$ cat src/design/swpc_pkg.sv
// package of constants for the spi watchdog power control block
package swpc_pkg;
  localparam int          FRAME_BITS      = 16;
  localparam int          ADDR_MSB        = 15;
  localparam int          ADDR_LSB        = 12;
  localparam int          WD_BIT          = 11;
  localparam int          CLK_MHZ         = 50;
  localparam int          WD_SHORT_MS     = 25;
  localparam int          WD_LONG_MS      = 500;
  localparam int          WD_SHORT_CYC    = WD_SHORT_MS * CLK_MHZ * 1000;
  localparam int          WD_LONG_CYC     = WD_LONG_MS * CLK_MHZ * 1000;
  localparam logic [3:0]  ADDR_MODE_CTRL  = 4'h1;
  localparam logic [3:0]  ADDR_UNUSED_A   = 4'hB;
  localparam logic [3:0]  ADDR_UNUSED_B   = 4'hD;
  localparam int          DRIVER_POWER_ENABLE_POS      = 0;
  localparam int          PUMP_SWITCH_ENABLE_POS       = 1;
  localparam int          WATCHDOG_PERIOD_SELECT_POS      = 2;
  localparam logic [10:0] MODE_USED_MASK  = 11'h007;
  localparam logic [2:0]  MODE_RESET      = 3'h0;
  localparam int          ST_SPI_ERROR_FLAG_POS     = 0;
  localparam int          ST_NM_POS       = 1;
  localparam int          ST_CPF_POS      = 2;
  localparam int          ST_CPL_POS      = 3;
  localparam int          ST_LEN_POS      = 4;
  localparam int          ST_NOCLK_POS    = 5;
  localparam int          ST_CMD_POS      = 6;
  localparam int          ST_TOG_POS      = 7;
  localparam int          ST_TMO_POS      = 8;
endpackage

$ cat src/design/swpc_core.sv
// spi slave front end with watchdog, failsafe and pump control
`timescale 1ns/1ps
//
// Overview of operation
// (RL1) frames are 16 bits, bit 15 shifted first.
// (RL2) clock idles low; input sampled on falling edge, mode cpol0 cpha1.
// (RL3) interface responds only while chip select is low.
// (RL4) input and output shift registers run msb first.
// (RL5) daisy chain: shifted-in bits reappear on serial output.
// (RL6) clock edge count not a multiple of sixteen flags length error.
// (RL7) chip select period without clock edges flags an error.
// (RL8) unused bits must be zero; undefined commands flag an error.
// (RL9) watchdog bit must invert every frame, else toggle error.
// (RL10) no toggle within 25 ms, or 500 ms if selected, flags timeout.
// (RL11) after reset first frame carries watchdog bit 0, then 1.
// (RL12) stuck serial input caught by the toggle check only.
// (RL13) low logic supply blocks all serial interface function.
// (RL14) spi error flag clear means good; normal mode flag one.
// (RL15) any spi error enters failsafe mode at once.
// (RL16) replies lag commands by exactly one frame.
// (RL17) driver enable zero keeps pump and gate drive off.
// (RL18) driver enable one enables pump and full power.
// (RL19) switched pump output on only while its bit is one.
// (RL20) pump failure sets flag and shuts all gate outputs.
// (RL21) outputs off and control refused until supply is good.
// (RL22) pump resumes by itself when overvoltage clears.
// (RL23) frame: address 15..12, watchdog bit 11, data 10..0.
// (RL24) every control bit clears on any reset.
// (RL25) serial output released while chip select is high.
module swpc_core #(
  parameter int WD_SHORT = swpc_pkg::WD_SHORT_CYC,
  parameter int WD_LONG  = swpc_pkg::WD_LONG_CYC
) (
  input  wire logic        core_clk,
  input  wire logic        sys_rst,
  input  wire logic        logic_supply_por_fall,
  input  wire logic        chip_select_n,
  input  wire logic        spi_clk,
  input  wire logic        spi_din,
  input  wire logic        pump_fail_in,
  input  wire logic        pump_low_in,
  input  wire logic        supply_overvoltage,
  input  wire logic [10:0] reply_data,
  output logic             spi_dout,
  output logic             spi_dout_oe_n,
  output logic             driver_power_enable,
  output logic             pump_enable,
  output logic             switched_pump_output,
  output logic             watchdog_period_select,
  output logic             gate_enable,
  output logic             spi_error_flag,
  output logic             normal_mode_flag,
  output logic             pump_fail_flag,
  output logic             pump_low_flag,
  output logic [8:0]       main_status_reg,
  output logic             frame_strobe,
  output logic [15:0]      frame_word
);

  ////////////////////////////////////////////////////////////////////////
  // pin synchronisers
  logic [1:0] cs_sync;
  logic [1:0] clk_sync;
  logic [1:0] din_sync;
  logic [1:0] por_sync;
  logic [1:0] cpf_sync;
  logic [1:0] cpl_sync;
  logic [1:0] ov_sync;
  logic       cs_q;
  logic       clk_q;

  // two stages per pin, first stage read only by second
  always_ff @(posedge core_clk) begin
    cs_sync  <= {cs_sync[0], chip_select_n};
    clk_sync <= {clk_sync[0], spi_clk};
    din_sync <= {din_sync[0], spi_din};
    por_sync <= {por_sync[0], logic_supply_por_fall};
    cpf_sync <= {cpf_sync[0], pump_fail_in};
    cpl_sync <= {cpl_sync[0], pump_low_in};
    ov_sync  <= {ov_sync[0], supply_overvoltage};
    cs_q     <= cs_sync[1];
    clk_q    <= clk_sync[1];
  end

  // supply low blocks the whole interface
  wire supply_ok = !por_sync[1];                            // RL13 RL21
  wire cs_active = !cs_sync[1] && supply_ok;                // RL3
  wire cs_start  = cs_q && !cs_sync[1] && supply_ok;
  wire cs_end    = !cs_q && cs_sync[1] && supply_ok;
  wire fall_edge = cs_active && clk_q && !clk_sync[1];      // RL2
  wire rise_edge = cs_active && !clk_q && clk_sync[1];

  ////////////////////////////////////////////////////////////////////////
  // frame state
  typedef enum logic [2:0] {
    SWPC_IDLE  = 3'b001,
    SWPC_SHIFT = 3'b010,
    SWPC_CHECK = 3'b100
  } swpc_state_type;

  swpc_state_type state;
  swpc_state_type next_state;
  logic [15:0]    rx_shift;
  logic [15:0]    tx_shift;
  logic [15:0]    reply_word;
  logic [15:0]    last_word;
  logic [3:0]     bit_count;
  logic           any_edge;
  logic           word_done;
  logic           wd_last;
  logic           wd_seen;
  logic           good_toggle;
  logic [2:0]     mode_bits;
  logic           fail_state;
  logic           len_err;
  logic           noclk_err;
  logic           cmd_err;
  logic           tog_err;
  logic           tmo_err;
  logic           wd_expired;

  function automatic logic cmd_undefined(input logic [15:0] w);
    logic [3:0] a;
    a = w[swpc_pkg::ADDR_MSB:swpc_pkg::ADDR_LSB];
    cmd_undefined = (a == swpc_pkg::ADDR_UNUSED_A) || (a == swpc_pkg::ADDR_UNUSED_B) ||
                    ((a == swpc_pkg::ADDR_MODE_CTRL) &&
                     ((w[10:0] & ~swpc_pkg::MODE_USED_MASK) != 11'h000));
  endfunction

  // state sequencing
  always_comb begin
    next_state = state;
    case (state)
      SWPC_IDLE:  if (cs_start) next_state = SWPC_SHIFT;
      SWPC_SHIFT: if (cs_end || !supply_ok) next_state = SWPC_CHECK;
      SWPC_CHECK: next_state = SWPC_IDLE;
      default:    next_state = SWPC_IDLE;
    endcase
  end

  wire last_bit   = fall_edge && (bit_count == 4'hF);
  wire [15:0] rx_next = {rx_shift[14:0], din_sync[1]};    // RL1 RL4
  wire frame_ok   = any_edge && (bit_count == 4'h0) && word_done;
  wire wd_bit     = last_word[swpc_pkg::WD_BIT];          // RL23
  wire expect_wd  = wd_seen ? !wd_last : 1'b0;            // RL11
  wire toggle_bad = wd_bit != expect_wd;                  // RL9 RL12
  wire check_now  = (state == SWPC_CHECK);
  wire err_now    = supply_ok && ((check_now && (!any_edge || !frame_ok ||
                    cmd_undefined(last_word) || toggle_bad)) || wd_expired);

  // shifting and per-frame bookkeeping
  always_ff @(posedge core_clk) begin
    if (sys_rst) begin
      state      <= SWPC_IDLE;
      rx_shift   <= 16'h0000;
      tx_shift   <= 16'h0000;
      last_word  <= 16'h0000;
      bit_count  <= 4'h0;
      any_edge   <= 1'b0;
      word_done  <= 1'b0;
    end else begin
      state <= next_state;
      if (cs_start) begin
        bit_count <= 4'h0;
        any_edge  <= 1'b0;
        word_done <= 1'b0;
        tx_shift  <= reply_word;                          // RL16
      end
      if (fall_edge) begin
        rx_shift  <= rx_next;
        bit_count <= bit_count + 4'h1;                    // RL6
        any_edge  <= 1'b1;
      end
      if (last_bit) begin
        word_done <= 1'b1;
        last_word <= rx_next;
      end
      // output shifts on rising edge; newest input bit follows, 16 bits late
      if (rise_edge && any_edge) begin
        tx_shift <= {tx_shift[14:0], rx_shift[0]};        // RL5
      end
    end
  end

  ////////////////////////////////////////////////////////////////////////
  // error checks, control register, outputs
  always_ff @(posedge core_clk) begin
    if (sys_rst || !supply_ok) begin
      mode_bits   <= swpc_pkg::MODE_RESET;                // RL24 RL17
      fail_state  <= 1'b0;
      wd_last     <= 1'b0;
      wd_seen     <= 1'b0;
      good_toggle <= 1'b0;
      len_err     <= 1'b0;
      noclk_err   <= 1'b0;
      cmd_err     <= 1'b0;
      tog_err     <= 1'b0;
      tmo_err     <= 1'b0;
      reply_word  <= 16'h0000;
    end else begin
      good_toggle <= 1'b0;
      if (wd_expired) tmo_err <= 1'b1;                    // RL10
      if (check_now) begin
        if (!any_edge) noclk_err <= 1'b1;                 // RL7
        else if (!frame_ok) len_err <= 1'b1;              // RL6
        else begin
          wd_seen <= 1'b1;
          wd_last <= wd_bit;
          if (cmd_undefined(last_word)) cmd_err <= 1'b1;  // RL8
          if (toggle_bad) tog_err <= 1'b1;                // RL9
          else good_toggle <= 1'b1;
          if (!fail_state && !cmd_undefined(last_word) && !toggle_bad &&
              last_word[15:12] == swpc_pkg::ADDR_MODE_CTRL) begin
            mode_bits <= last_word[2:0];                  // RL18 RL19
          end
          reply_word <= {last_word[15:11], reply_data};   // RL16
        end
      end
      if (err_now) begin
        fail_state <= 1'b1;                               // RL15
        mode_bits  <= swpc_pkg::MODE_RESET;
      end
    end
  end

  swpc_wd_timer #(
    .SHORT_CYC (WD_SHORT),
    .LONG_CYC  (WD_LONG)
  ) u_wd (
    .core_clk (core_clk),
    .sys_rst  (sys_rst),
    .run      (supply_ok && wd_seen && !fail_state),
    .kick     (good_toggle),
    .long_sel (mode_bits[swpc_pkg::WATCHDOG_PERIOD_SELECT_POS]),
    .expired  (wd_expired)
  );

  wire spi_err = len_err | noclk_err | cmd_err | tog_err | tmo_err;
  wire drv_on  = mode_bits[swpc_pkg::DRIVER_POWER_ENABLE_POS] && supply_ok;
  wire gate_ok = drv_on && !cpf_sync[1] && !ov_sync[1];

  // registered outputs
  always_ff @(posedge core_clk) begin
    if (sys_rst) begin
      spi_dout               <= 1'b0;
      spi_dout_oe_n          <= 1'b1;
      driver_power_enable    <= 1'b0;
      pump_enable            <= 1'b0;
      switched_pump_output   <= 1'b0;
      watchdog_period_select <= 1'b0;
      gate_enable            <= 1'b0;
      spi_error_flag         <= 1'b0;
      normal_mode_flag       <= 1'b0;
      pump_fail_flag         <= 1'b0;
      pump_low_flag          <= 1'b0;
      main_status_reg        <= 9'h000;
      frame_strobe           <= 1'b0;
      frame_word             <= 16'h0000;
    end else begin
      spi_dout               <= tx_shift[15];               // RL4
      spi_dout_oe_n          <= !cs_active;                 // RL25
      driver_power_enable    <= drv_on;                     // RL17 RL18
      pump_enable            <= drv_on && !ov_sync[1];      // RL22
      switched_pump_output   <= mode_bits[swpc_pkg::PUMP_SWITCH_ENABLE_POS] && supply_ok && !ov_sync[1]; // RL19
      watchdog_period_select <= mode_bits[swpc_pkg::WATCHDOG_PERIOD_SELECT_POS];
      gate_enable            <= gate_ok;                    // RL20
      spi_error_flag         <= spi_err;                    // RL14
      normal_mode_flag       <= supply_ok && !fail_state && !err_now; // RL14
      pump_fail_flag         <= cpf_sync[1];                // RL20
      pump_low_flag          <= cpl_sync[1];
      main_status_reg        <= {tmo_err, tog_err, cmd_err, noclk_err, len_err,
                                 cpl_sync[1], cpf_sync[1], !fail_state, spi_err};
      frame_strobe           <= check_now && frame_ok;
      frame_word             <= last_word;
    end
  end
endmodule

$ cat src/design/swpc_wd_timer.sv
// watchdog timeout counter with selectable period
`timescale 1ns/1ps
module swpc_wd_timer #(
  parameter int SHORT_CYC = swpc_pkg::WD_SHORT_CYC,
  parameter int LONG_CYC  = swpc_pkg::WD_LONG_CYC
) (
  input  wire logic core_clk,
  input  wire logic sys_rst,
  input  wire logic run,
  input  wire logic kick,
  input  wire logic long_sel,
  output logic      expired
);
  logic [25:0] count;
  wire  [25:0] limit = long_sel ? LONG_CYC[25:0] : SHORT_CYC[25:0];

  // count while running, restart on each good toggle
  always_ff @(posedge core_clk) begin
    if (sys_rst || !run || kick) begin
      count   <= 26'h0000000;
      expired <= 1'b0;
    end else if (count >= limit - 26'h0000001) begin
      expired <= 1'b1; // RL10
    end else begin
      count <= count + 26'h0000001;
    end
  end
endmodule

$ cat config.mk
export PLATFORM = sky130hd
export DESIGN_NAME = swpc_core
export DESIGN_NICKNAME = d
export VERILOG_FILES = /design/src/design/swpc_pkg.sv /design/src/design/swpc_core.sv /design/src/design/swpc_wd_timer.sv
export SDC_FILE = /design/constraint.sdc
export NUM_CORES = 1
export LEC_CHECK = 0
export ABC_CLOCK_PERIOD_IN_PS = 5700
export BUFFER_PORTS_ARGS = -buffer_cell sky130_fd_sc_hd__buf_2
export CORE_ASPECT_RATIO = 0.6
export CORE_UTILIZATION = 50
export DETAILED_ROUTE_END_ITERATION = 8
export PLACE_DENSITY = 0.75
export SKIP_CTS_REPAIR_TIMING = 1
export SLEW_MARGIN = 30
export SYNTH_ARGS = -nofsm -noshare
export SYNTH_HDL_FRONTEND = slang
export SYNTH_SLANG_ARGS = --single-unit
$ cat constraint.sdc
create_clock -name core_clk -period 5.7 [get_ports core_clk]
set_input_delay 0.855 -clock core_clk [delete_from_list [all_inputs] [get_ports core_clk]]
set_output_delay 0.855 -clock core_clk [all_outputs]
set_load 0.01 [all_outputs]
Word-level counts from Yosys, hierarchy flattened
Index checks and enable logic that the tools add are counted.
{ "word_totals": {"ff_bits": 164, "in_bits": 20} }
{ "classes": {"order_cmp": 1, "eq_ne": 10, "n_mux": 13, "reduce_logical": 70, "n_bitwise": 7, "add_sub_neg": 3} }
{ "op_table": {"columns": ["op", "n"], "rows": [
  ["16-bit 2-to-1 mux", 2],
  ["1-bit logical AND", 30],
  ["26-bit by 1-bit adder with 26-bit output (second input constant)", 1],
  ["26-bit >= comparator", 1],
  ["26-bit by 1-bit subtractor with 26-bit output (second input constant)", 1],
  ["25-bit 2-to-1 mux", 1],
  ["1-bit zero test", 16],
  ["4-bit == test (second input constant)", 3],
  ["4-bit AND reduction", 3],
  ["11-bit nonzero test", 1],
  ["1-bit logical OR", 10],
  ["4-bit 2-to-1 mux", 2],
  ["3-bit 2-to-1 mux", 2],
  ["3-bit case mux with 2 select lines", 1],
  ["3-bit AND reduction", 2],
  ["2-bit nonzero test", 3],
  ["1-bit 2-to-1 mux", 5],
  ["4-bit by 1-bit adder with 4-bit output (second input constant)", 1],
  ["4-bit by 1-bit == test with 1-bit output (second input constant)", 1],
  ["4-bit zero test", 1],
  ["2-bit != test (second input constant)", 2],
  ["1-bit OR", 4],
  ["2-bit AND reduction", 2],
  ["4-bit OR reduction", 1],
  ["other kinds (6)", 8]
]} }

Depth between registers and ports, before layout
{ "logic_depth": {"word_depth": 12, "ltp_mapped": 10, "ltp_nobuf": 8} }

Cells and area by module
Synthesis repeated with hierarchy kept, for this count alone.
{ "unflattened": {"cells_unflattened": 674, "hier_area_um2": 6155.9} }
{ "modules_own_cells": {"columns": ["module", "seq_area_each_um2", "cells_each", "instances", "area_each_um2"], "rows": [
  ["swpc_core", 2662.6, 466, 1, 4413.0],
  ["swpc_wd_timer", 540.5, 208, 1, 1742.9]
]} }

Least setup slack after synthesis
OpenSTA, ideal clock, no wires.
{ "synth_timing": {"kind": "register to register", "startpoint": "register mode_bits[2]", "endpoint": "register u_wd.count[6]", "arrival_ns": 2.288, "setup_ns": 0.115, "path_stages_with_launch": 10, "slack_ns": 3.298, "synth_period_minus_slack_ns": 2.402, "t_required_ns": 5.585, "path_cell_list": "dfxtp_1 > inv_1 > ha_1 > a211oi_1 > o311a_1 > a21bo_2 > o21bai_4 > buf_6 > o31a_1 > o21a_1"} }
{ "synth_between": {"elab_chain_len": 3} }
{ "synth_lines": {"columns": ["element", "line", "source"], "rows": [
  ["from (decl)", "swpc_core.sv:113", "logic [2:0] mode_bits;"],
  ["from (signal assigned)", "swpc_core.sv:189", "mode_bits <= swpc_pkg::MODE_RESET;"],
  ["from (signal assigned)", "swpc_core.sv:214", "mode_bits <= last_word[2:0];"],
  ["from (signal assigned)", "swpc_core.sv:221", "mode_bits <= swpc_pkg::MODE_RESET;"],
  ["25-bit 2-to-1 mux", "swpc_wd_timer.sv:15", "wire [25:0] limit = long_sel ? LONG_CYC[25:0] : SHORT_CYC[25:0];"],
  ["26-bit by 1-bit subtractor with 26-bit output", "swpc_wd_timer.sv:22", "end else if (count >= limit - 26'h0000001) begin"],
  ["26-bit >= comparator", "swpc_wd_timer.sv:22", null],
  ["to (signal assigned)", "swpc_wd_timer.sv:25", "count <= count + 26'h0000001;"],
  ["to (decl)", "swpc_wd_timer.sv:14", "logic [25:0] count;"]
]} }
Every way passes these cells.
A chain may end at the register's enable or synchronous reset.

Worst setup path in the final report
{ "layout_timing": {"startpoint": "register mode_bits[2]", "endpoint": "register u_wd.count[4]"} }
The elaborated chain is that of the path after synthesis.

==> impl_results.md <==
* Top cells by area, synth: dfxtp_1, nand2_1, a21oi_1
* WS Path Type: flop to flop
* Crit path cell chain: inv_1 -> ha_1 -> a211oi_1 -> o311a_1 -> a21bo_2 -> o21bai_4 -> or4_1 -> nand2_1
* Worst Hold Path Cells at 0
* Number of slew-limit violations in the final report at 0
* Clock buffers created by TritonCTS at 17
* Layout Area Growth over Synthesis at 15.2%
* Latest clock arrival within the worst-skew pair at 420 ps
* Critical Path RT at 6060 ps
* Routed wire per std cell at 15.2 um
* Measured slew at the worst slew-check pin at 871 ps
* Ys flop type: dfxtp_1
* Clk root buf: clkbuf_16
* Most common library cells after synthesis: dfxtp_1, nand2_1, nor2_1
* Final hold violation count at 0
* Crit path launch type: flop
* Cell with the most instances after synthesis: dfxtp_1
* Hold Path Sink: por_sync[1]
* Clock transition time at the flip-flop clock pins of the worst setup and hold paths at 60 ps
* Max Cap Viol at 0
* Global-route wire length before repair at 21700 um
* Die Span Y at 87.0 um
* Row count at 30
* Clock sink count at 160
* Leakage Power at 0.00259 uW
* Total track usage at 22.4%
* Type of the worst min-delay path: flop to flop
* Post-synth EDFFs at 0
* RSZ-0062 raised after global routing: false
* Part of the Yosys area used for sequential elements at 53.2%
* Maximum clock path buffer count at 2
* Number of instances in the synthesized netlist at 659
* Portion of the clock cycle consumed by the worst path in the final layout at 49.0%
* Top-Level Pins at 57
* Number of flip-flops in the largest register at 26
* Mean Syn Cell Area at 9.13 sq um
* FMAX at 358 MHz
* Worst path max stage delay at 520 ps
* Total number of vias at 4941
* Count of routing violations after the opening detailed-route iteration at 414
* Post-synth cell types at 54
* Post-synthesis instance area at 6020 sq um
* Max-slew headroom at 42.0%
* DRT Wirelength at 13300 um
* Net total in the final layout at 741
* Number of nets produced by synthesis at 696
* Total of warnings raised by yosys at 0
* Routability congestion estimate from global placement at 0.904
* Htree depth at 4
* Worst supply voltage drop on vdd at 0.178 mV
* Critical-path cell with the highest stage delay: or4_1
* Antenna violations before repair at 0
* Flop and latch count out of synthesis at 160
* Core ar. at 11500 sq um
* Arr. time, crit path at 3150 ps
* Residual antenna-violating net count after detailed routing at 0
* Area of the die at 12500 sq um
* Share of cells above drive strength 1 at 14.6%
* Total Neg Setup Slack at 0 ps
* Number of antenna repair diodes at 0
* Initial DRT Pass Iterations at 7
* Kind of end point of the critical path: flop
* Overall power of the completed layout at 2220 uW
* Vias in the first global route at 4399
* Time the final worst path needs with I/O delays and setup at 2790 ps
* Top-area cell type share of the netlist area at 53.2%
* Pwr Density at 320 nW/um^2
* Final setup viols at 0
* Reg2reg end: u_wd.count[4]
* Congestion Overflow GR at 0
* Cell type with the highest aggregate area in the netlist: dfxtp_1
* Total of buffers placed on input and output ports at 56
* Largest Register: u_wd.count
* Hold Crit Start: por_sync[0]
* Layout Skew at 9.95 ps
* Worst-path maximum fanout at 24
* Run status: finished, final reports clean
* # DRC at 0
* HPWL reported at the end of detailed placement at 8870 um
* Slack of the worst reg-to-reg path at 2910 ps
* Initial core utilization at 52.2%
* Clock tree from TritonCTS: built
* Worst flop-to-flop path startpoint: mode_bits[2]
* Worst reg-to-reg path cell count at 8
* Die X at 144 um
* Vias per Instance at 5.63
* Maximum number of pins on one net before global-route repair at 87
* Fraction of synthesis flops using an asynchronous set or reset pin at 0%
## area by class of cell
class | instances | area (sq um)
Fill cell | 1005 | 4590
Sequential cell | 160 | 3200
Multi-Input combinational cell | 458 | 2650
Clock buffer | 19 | 443
Timing Repair Buffer | 61 | 318
Tap cell | 160 | 200
Clock inverter | 13 | 104
Inverter | 6 | 22.5
## where the power goes
group	switching, uW	internal, uW
Sequential	7.35	1130
Combinational	26.4	11.5
Clock	469	575
## layer usage
layer / wire length [um] / global-route usage (%) / part of all wire (%) / vias to the layer above
met1: 6690 / 32.8 / 50 / 2340
li1: - / - / - / 2397
met2: 5560 / 32.1 / 42 / 193
met3: 930 / 6.21 / 7.0 / 11
met5: 0 / 0 / 0 / -
met4: 116 / 6.09 / 0.87 / 0
## worst max path at each step
stage,to,startpoint
floorplan,u_wd.count[6],mode_bits[2]
global placement,u_wd.count[5],sys_rst
detailed placement,u_wd.count[4],sys_rst
CTS,u_wd.count[11],mode_bits[2]
global route,u_wd.count[4],mode_bits[2]
finish,u_wd.count[4],mode_bits[2]
## stage by stage
| step | hold slack [ps] | worst slack [ps] | instance area (sq um) | cells | util (%) |
|---|---|---|---|---|---|
| 2_1_floorplan | 310 | 3300 | 6020 | 659 | - |
| 4_1_cts | 331 | 2910 | 6920 | 876 | 60.1 |
| 5_1_grt | 336 | 2710 | 6940 | 877 | 60.2 |
| 3_5_place_dp | 315 | 2820 | 6370 | 844 | 55.3 |
| 3_3_place_gp | 312 | 2880 | 6370 | 844 | 55.3 |
| 6_report | 329 | 2910 | 6940 | 877 | 60.2 |
## placed cells by master (no fill, tap or decap), types with 3 or more instances in the layout
cell       instances
a211oi_1           4
a21oi_1           69
a222oi_1          15
and2_1             4
and3_1             5
and4_1             4
buf_2             56
buf_4              5
clkbuf_16         17
clkinv_4           5
dfxtp_1          160
ha_1              17
inv_1              6
inv_6              4
mux2i_1            5
nand2_1          115
nand2b_1           4
nand3_1           11
nand4_1           11
nand4b_1           6
nor2_1            77
nor2b_1           25
nor3_1             7
nor3b_1            5
nor4_1            11
o211ai_1           5
o21a_1             3
o21ai_0            4
or3_1              6
or4_1              5
xnor2_1           11
## cell families after synthesis
logic type	Yosys count	share of synthesized area, %
buffers and inverters	41	3.14
adders and majority gates	17	3.53
muxes	5	0.831
xor gates and xnor gates	12	1.75
and+or+nand+nor	307	25.1
AOI/OAI and AO/OA	117	12.5
DFF	160	53.2
## worst max-delay path: cells and delay by family (launching register included)
| kind | cells | cell delay [ps] |
|---|---|---|
| and+or+nand+nor | 2 | 610 |
| DFF | 1 | 430 |
| AOI/OAI and AO/OA | 4 | 1080 |
| adders and majority gates | 1 | 360 |
| buffers and inverters | 1 | 240 |
Power figures use the tool's default switching activity.
